`src/rtl/supply_supervisor_map.vh`:
```
// Constants for the supply supervisor logic
`ifndef SUPPLY_SUPERVISOR_MAP_VH
`define SUPPLY_SUPERVISOR_MAP_VH
`define CLK_PERIOD_PS       64'd5000
`define RESET_HOLD_MS       64'd200
`define OV_HOLD_US          64'd25
`define WD_INIT_MS          64'd102400
`define WD_NORM_MS          64'd1600
`define MR_MIN_NS           64'd1000
`define MR_GLITCH_NS        64'd100
`define KICK_MIN_NS         64'd50
// Cycle counts at a 5ns clock, sized to the registers that hold them
`define RESET_HOLD_CYC      32'd40000000
`define OV_HOLD_CYC         32'd5000
`define WD_INIT_CYC         36'd20480000000
`define WD_NORM_CYC         36'd320000000
`define MR_FILTER_CYC       8'd20
`define NUM_INPUTS          6
`endif

```
`src/rtl/supply_supervisor_logic.v`:
```
// Digital core of a multi-input supply supervisor
`include "supply_supervisor_map.vh"
module supply_supervisor_logic #(
  parameter [31:0] RESET_HOLD_CYCLES = `RESET_HOLD_CYC,
  parameter [31:0] OV_HOLD_CYCLES    = `OV_HOLD_CYC,
  parameter [35:0] WD_INIT_CYCLES    = `WD_INIT_CYC,
  parameter [35:0] WD_NORM_CYCLES    = `WD_NORM_CYC
) (
  input  wire                    clock,
  input  wire                    reset,
  input  wire                    clock_enable,
  input  wire [`NUM_INPUTS-1:0]  undervoltage,
  input  wire [`NUM_INPUTS-1:0]  overvoltage,
  input  wire                    manual_reset_in_n,
  input  wire                    hold_in_n,
  input  wire                    watchdog_kick,
  output reg                     reset_out_n,
  output reg                     reset_out_oe,
  output reg                     overvoltage_out_n,
  output reg                     overvoltage_out_oe,
  output reg                     watchdog_fault_n,
  output reg                     watchdog_fault_oe
);
  localparam [7:0] MR_FILTER = `MR_FILTER_CYC;

  // OR of the per-input comparator flags
  function flag_any;
    input [`NUM_INPUTS-1:0] flags;
    begin
      flag_any = |flags;
    end
  endfunction

  wire mr_n_s;
  wire hold_n_s;
  wire kick_s;
  wire uv_s_any;
  wire ov_s_any;
  wire reset_stretched;
  wire ov_stretched;
  reg  [`NUM_INPUTS-1:0] uv_meta_q;
  reg  [`NUM_INPUTS-1:0] uv_q;
  reg  [`NUM_INPUTS-1:0] ov_meta_q;
  reg  [`NUM_INPUTS-1:0] ov_q;
  reg  [7:0]  mr_low_cnt_q;
  reg         mr_valid_q;
  reg         kick_prev_q;
  reg  [35:0] wd_cnt_q;
  reg         wd_initial_q;
  reg         wd_fault_q;

  // Reset levels: pulled-up pins inactive high, kick pulled low
  pin_sync #(.RESET_LEVEL(1'b1)) sync_mr (
    .clock  (clock),
    .reset  (reset),
    .enable (clock_enable),
    .pin    (manual_reset_in_n),
    .level  (mr_n_s)
  );
  pin_sync #(.RESET_LEVEL(1'b1)) sync_hold (
    .clock  (clock),
    .reset  (reset),
    .enable (clock_enable),
    .pin    (hold_in_n),
    .level  (hold_n_s)
  );
  pin_sync #(.RESET_LEVEL(1'b0)) sync_kick (
    .clock  (clock),
    .reset  (reset),
    .enable (clock_enable),
    .pin    (watchdog_kick),
    .level  (kick_s)
  );

  // Comparator flags are analog-side, so they get a synchroniser too
  always @(posedge clock) begin
    if (reset) begin
      uv_meta_q <= {`NUM_INPUTS{1'b0}};
      uv_q      <= {`NUM_INPUTS{1'b0}};
      ov_meta_q <= {`NUM_INPUTS{1'b0}};
      ov_q      <= {`NUM_INPUTS{1'b0}};
    end else if (clock_enable) begin
      uv_meta_q <= undervoltage;
      uv_q      <= uv_meta_q;
      ov_meta_q <= overvoltage;
      ov_q      <= ov_meta_q;
    end
  end

  assign uv_s_any = flag_any(uv_q);
  assign ov_s_any = flag_any(ov_q);

  // Glitch filter: low must persist 100ns (20 cycles) to count, well under 1us
  always @(posedge clock) begin
    if (reset) begin
      mr_low_cnt_q <= 8'h00;
      mr_valid_q   <= 1'b0;
    end else if (clock_enable) begin
      if (mr_n_s) begin
        mr_low_cnt_q <= 8'h00;
        mr_valid_q   <= 1'b0;
      end else if (mr_low_cnt_q >= MR_FILTER) begin
        mr_valid_q   <= 1'b1;
      end else begin
        mr_low_cnt_q <= mr_low_cnt_q + 8'h01;
      end
    end
  end

  // Stretch reset 200ms after the last cause clears; new cause restarts
  hold_timer #(.WIDTH(32)) reset_hold (
    .clock  (clock),
    .reset  (reset),
    .enable (clock_enable),
    .cause  (uv_s_any | mr_valid_q),
    .length (RESET_HOLD_CYCLES),
    .active (reset_stretched)
  );

  // Overvoltage stretch of 25us; idle after reset so no false pulse
  hold_timer #(.WIDTH(32), .ACTIVE_AT_RESET(1'b0)) ov_hold (
    .clock  (clock),
    .reset  (reset),
    .enable (clock_enable),
    .cause  (ov_s_any),
    .length (OV_HOLD_CYCLES),
    .active (ov_stretched)
  );

  // Watchdog: edge on synchronised kick restarts the count
  always @(posedge clock) begin
    if (reset) begin
      kick_prev_q  <= 1'b0;
      wd_cnt_q     <= 36'h0;
      wd_initial_q <= 1'b1;
      wd_fault_q   <= 1'b0;
    end else if (clock_enable) begin
      kick_prev_q <= kick_s;
      if (kick_s != kick_prev_q) begin
        wd_cnt_q     <= 36'h0;
        wd_initial_q <= 1'b0;
        wd_fault_q   <= 1'b0;
      end else if (wd_cnt_q >= (wd_initial_q ? WD_INIT_CYCLES : WD_NORM_CYCLES)
                   - 36'h1) begin
        wd_fault_q   <= 1'b1;
      end else begin
        wd_cnt_q     <= wd_cnt_q + 36'h1;
      end
    end
  end

  // Open-drain pins: drive low when asserted, release otherwise
  always @(posedge clock) begin
    if (reset) begin
      reset_out_n        <= 1'b0;
      reset_out_oe       <= 1'b1;
      overvoltage_out_n  <= 1'b0;
      overvoltage_out_oe <= 1'b0;
      watchdog_fault_n   <= 1'b0;
      watchdog_fault_oe  <= 1'b0;
    end else if (clock_enable) begin
      // Hold low freezes reset pin, also over manual reset
      if (hold_n_s) begin
        reset_out_oe <= reset_stretched;
      end
      overvoltage_out_oe <= ov_stretched;
      watchdog_fault_oe  <= wd_fault_q;
    end
  end
endmodule // supply_supervisor_logic

```
`src/rtl/pin_sync.v`:
```
// Two flip-flop synchroniser with a selectable reset level
module pin_sync #(
  parameter RESET_LEVEL = 1'b0
) (
  input  wire clock,
  input  wire reset,
  input  wire enable,
  input  wire pin,
  output reg  level
);
  reg meta_q;

  always @(posedge clock) begin
    if (reset) begin
      meta_q <= RESET_LEVEL;
      level  <= RESET_LEVEL;
    end else if (enable) begin
      meta_q <= pin;
      level  <= meta_q;
    end
  end
endmodule // pin_sync

```
`src/rtl/hold_timer.v`:
```
// Restartable down-counter that stretches an active condition
module hold_timer #(
  parameter WIDTH           = 32,
  parameter ACTIVE_AT_RESET = 1'b1
) (
  input  wire             clock,
  input  wire             reset,
  input  wire             enable,
  input  wire             cause,
  input  wire [WIDTH-1:0] length,
  output reg              active
);
  reg [WIDTH-1:0] count_q;

  always @(posedge clock) begin
    if (reset) begin
      count_q <= {WIDTH{1'b0}};
      active  <= ACTIVE_AT_RESET;
    end else if (enable) begin
      if (cause) begin
        count_q <= length;
        active  <= 1'b1;
      end else if (count_q != {WIDTH{1'b0}}) begin
        count_q <= count_q - {{(WIDTH-1){1'b0}}, 1'b1};
        active  <= 1'b1;
      end else begin
        active  <= 1'b0;
      end
    end
  end
endmodule // hold_timer

```
`config.mk`:
```
export PLATFORM = sky130hd
export DESIGN_NAME = supply_supervisor_logic
export DESIGN_NICKNAME = d
export VERILOG_FILES = /design/src/rtl/supply_supervisor_logic.v /design/src/rtl/pin_sync.v /design/src/rtl/hold_timer.v
export VERILOG_INCLUDE_DIRS = /design/src /design/src/rtl
export SDC_FILE = /design/constraint.sdc
export NUM_CORES = 1
export LEC_CHECK = 0
export BUFFER_PORTS_ARGS = -buffer_cell sky130_fd_sc_hd__clkbuf_2
export CAP_MARGIN = 10
export CORE_MARGIN = 1
export CORE_UTILIZATION = 35
export DETAILED_ROUTE_END_ITERATION = 7
export GPL_TIMING_DRIVEN = 0
export PLACE_DENSITY_LB_ADDON = 0.08
export SYNTH_ARGS = -nofsm -noshare
export SYNTH_HDL_FRONTEND = slang
export SYNTH_HIERARCHICAL = 1
export SYNTH_SLANG_ARGS = --single-unit
```
`constraint.sdc`:
```
create_clock -name clock -period 3.51 [get_ports clock]
set_input_delay 0.702 -clock clock [delete_from_list [all_inputs] [get_ports clock]]
set_output_delay 0.702 -clock clock [all_outputs]
set_load 0.03 [all_outputs]
```
==> summary.md <==
| Metric | Value |
|---|---|
| Run status | `completed` |
| Antenna cells | `0` |
| Vias in the first global route | `7,674` |
| Buffers & Inverters on Critical Path | `2` |
| Placed wire-length estimate | `17,500 um` |
| Initial antenna violation count | `0` |
| Htree depth | `4` |
| Register area share after synthesis | `35.1%` |
| Crit path largest cell delay | `0.45 ns` |
| Synth-to-Final Area Change | `16.7%` |
| Final net count | `1,185` |
| CTS tree | `built` |
| Largest net degree at the start of global routing | `22` |
| Rows | `56` |
| Lkg Pwr | `3.71 nW` |
| WP data arrival | `3.45 ns` |
| Maximum VDD drop | `0.295 mV` |
| Kind of end point of the critical path | `register` |
| Post-synthesis cell area | `8380 um^2` |
| Drt first-iter violations | `779` |
| Initial Util | `35.7%` |
| Comb pwr share | `32.1%` |
| # resized after CTS | `0` |
| Reg area | `2940 um^2` |
| # IOs | `24` |
| R2R Setup Slk | `0.40 ns` |
| Synth cell types | `81` |
| Setup CP Type | `reg -> reg` |
| Biggest area consumer among synthesized cells | `dfxtp_1` |
| Final instance area | `9780 um^2` |
| Post-DRT Antenna Nets | `0` |
| Yosys Warn Count | `6` |
| Port bufs | `20` |
| CTS Root Cell | `clkbuf_16` |
| Post-CTS setup buffers | `0` |
| Vias per std cell | `5.55` |
| CP cell instances | `inv_1 > ha_1 > nor4bb_2 > and4_1 > o211ai_1 > a41oi_2 > clkbuf_1 > o21ai_0 > o41ai_1` |
| Sw Pwr | `0.00227 W` |
| Seq pwr share | `34.5%` |
| Initial DRT Pass Iterations | `5` |
| Clk sinks | `147` |
| Fraction of layout cells with a size suffix above 1 | `9.37%` |
| Worst-Margin Slew | `0.981 ns` |
| CTS Buf Count | `17` |
| Max Cap Violations | `0` |
| Sw Share | `39.8%` |
| Mapped Cells | `1,045` |
| Clk_lat worst skew | `0.44 ns` |
| Worst Slack Setup Final | `0.398 ns` |
| Setup TNS | `0 ns` |
| Tcrit/Tclk final | `88.7%` |
| GRT Total Usage | `21.9%` |
| Fin. Hold Viols | `0` |
| Unrepaired setup endpoints after global routing | `no` |
| CP top delay family | `compound AO/OA/AOI/OAI gates` |
| Clock transition at path regs | `0.07 ns` |
| Post-synth EDFFs | `0` |
| Mapped Avg Cell Area | `8.02 um^2` |
| DR WL/cell | `17.4 um` |
| Final setup viols | `0` |
| Pre-CTS setup slack | `0.145 ns` |
| Clock power share | `33.5%` |
| Placed Instance Area | `9120 um^2` |
| Final Critical Period | `3.11 ns` |
| Worst-path fanout max | `10` |
| Seq cells post-synth | `147` |
| Die footprint | `24,600 um^2` |
| # fillers | `2,446` |
| Internal Power | `0.00343 W` |
| Crit-path slowest cell | `dfxtp_1` |
| Routed wire length | `25,800 um` |
| Required @ worst endpoint | `3.84 ns` |
| Drt drc | `0` |
| RD Place Congestion | `0.824` |
| Ys async rst share | `0%` |
| Chip height | `157 um` |
| Core area | `23,500 um^2` |
| GR Overflow Total | `0` |
| CP Launch Type | `register` |
| Ys flop type | `dfxtp_1` |
| Hold_buf cts | `0` |
| First-pass GRT wire length | `42,000 um` |
| Worst slew margin | `34.0%` |
| Hold WC Path Type | `reg -> reg` |
| Area occupied by multi-input gates | `5250 um^2` |
| Width of the chip | `157 um` |
| Max Clock Freq | `0.321 GHz` |
| Clock skew | `0.0142 ns` |
| Synth top area share | `35.1%` |
| Fin. max-slew vios | `0` |
| Via count | `8,226` |
| Final hold slack | `0.467 ns` |
| Pwr/cell area | `582 nW/um^2` |
| Synth area leaders | `dfxtp_1 35%, a21oi_1 5.0%, nor2_1 4.2%, nand2_1 4.0%, o31ai_1 3.9%` |
| Clock Path Buffers | `2` |
## power by group through the flow
stage	Sequential (W)	Clock (W)	Combinational [W]
2_1_floorplan	0.00195	0	0.00132
5_1_grt	0.00198	0.00203	0.00201
4_1_cts	0.00196	0.00196	0.00179
6_report	0.00196	0.00191	0.00183
3_3_place_gp	0.00200	0	0.00178
3_5_place_dp	0.00199	0	0.00178
## per-layer routing
layer | wire length (um) | GRT usage (%)
met1 | 12700 | 30.4
met2 | 11600 | 34.0
met3 | 1100 | 4.02
met4 | 383 | 6.54
met5 | 0 | 0
## worst reg2reg max path, cell delays in order, from the launching register on
cell	delay (ns)
dfxtp_1	0.45
inv_1	0.26
ha_1	0.41
nor4bb_2	0.38
and4_1	0.25
o211ai_1	0.20
a41oi_2	0.38
clkbuf_1	0.44
o21ai_0	0.17
o41ai_1	0.08
## synthesized netlist by cell type (all sizes together), types with 3 or more instances
master,count
dfxtp,147
nor2,93
nand2,91
a21oi,84
o21ai,62
clkbuf,53
o31ai,45
nor3,39
nand3,36
or4,34
mux2i,30
inv,24
nor4,24
nand4,21
ha,17
buf,16
a31oi,15
nor2b,15
and2,13
and3,13
or3,13
and4,9
o32ai,9
o41ai,9
a211oi,8
a21o,8
a22oi,8
o211ai,8
a211o,7
o311ai,7
a31o,6
nand2b,6
o21a,5
or2,5
a32o,4
a32oi,4
nand3b,4
o31a,4
xnor2,4
xor2,4
clkinv,3
nor3b,3
or4b,3
## kinds of logic after synthesis
kind of cell / count (synthesis) / share of synthesized area [%]
AO/OA/AOI/OAI: 314 / 25.1
XOR/XNOR: 8 / 0.836
adder cells (fa/ha/maj): 17 / 2.54
buffers and inverters: 97 / 5.36
flip-flops: 147 / 35.1
multiplexers: 30 / 3.58
other: 2 / 0.0896
AND/OR/NAND/NOR: 430 / 27.4
## cell type report
cell class | count | area share, %
Buffer | 70 | 3.58
Clock buffer | 17 | 4.35
Clock inverter | 15 | 2.06
Inverter | 27 | 1.04
Multi-Input combinational cell | 866 | 53.7
Sequential cell | 147 | 30.1
Tap cell | 319 | 4.08
Timing Repair Buffer | 21 | 1.07
## per-stage QoR
| step | power (W) | std cells | utilization, % |
|---|---|---|---|
| global route | 0.00602 | 1482 | 41.7 |
| floorplan | 0.00328 | 1110 | - |
| detailed placement | 0.00377 | 1449 | 38.9 |
| global placement | 0.00378 | 1449 | 38.9 |
| CTS | 0.00570 | 1481 | 41.5 |
| finish | 0.00569 | 1482 | 41.7 |
## state kept, by name (all words and copies together) (netlist names), 6 cells and up
name	count
uv_meta_q	6
wd_cnt_q	36
mr_low_cnt_q	8
uv_q	6
reset_hold/count_q	32
ov_meta_q	6
ov_hold/count_q	32
ov_q	6
## cells in the final DEF (no fill, tap or decap), drive strengths merged, types with 5 or more instances in the layout
cell type  count
o21ai         62
mux2i         30
o21a           5
and3          13
conb          67
buf           16
o41ai          9
or4           34
nor2          93
a21o           8
o31ai         45
clkbuf        91
a211o          7
or2            5
ha            17
dfxtp        147
clkinv        11
a31o           6
a21oi         84
or3           13
and2          13
a22oi          8
nand3         36
nor2b         15
a31oi         15
nor4          24
o32ai          9
nand2b         6
a211oi         8
inv           31
nor3          39
and4           9
o211ai         8
nand4         21
nand2         91
o311ai         7
## final timing paths
path / endpoint / cells past startpoint / from
setup / recovery: wd_cnt_q[32]$_SDFFE_PP0P_ / 9 / wd_initial_q$_SDFFE_PP1P_
hold / removal: sync_mr/level$_SDFFE_PP1P_ / 1 / sync_mr/meta_q$_SDFFE_PP1P_
setup reg to reg: wd_cnt_q[32]$_SDFFE_PP0P_ / 9 / wd_initial_q$_SDFFE_PP1P_
hold reg to reg: sync_mr/level$_SDFFE_PP1P_ / 1 / sync_mr/meta_q$_SDFFE_PP1P_
(Power assumes the default switching activity.)
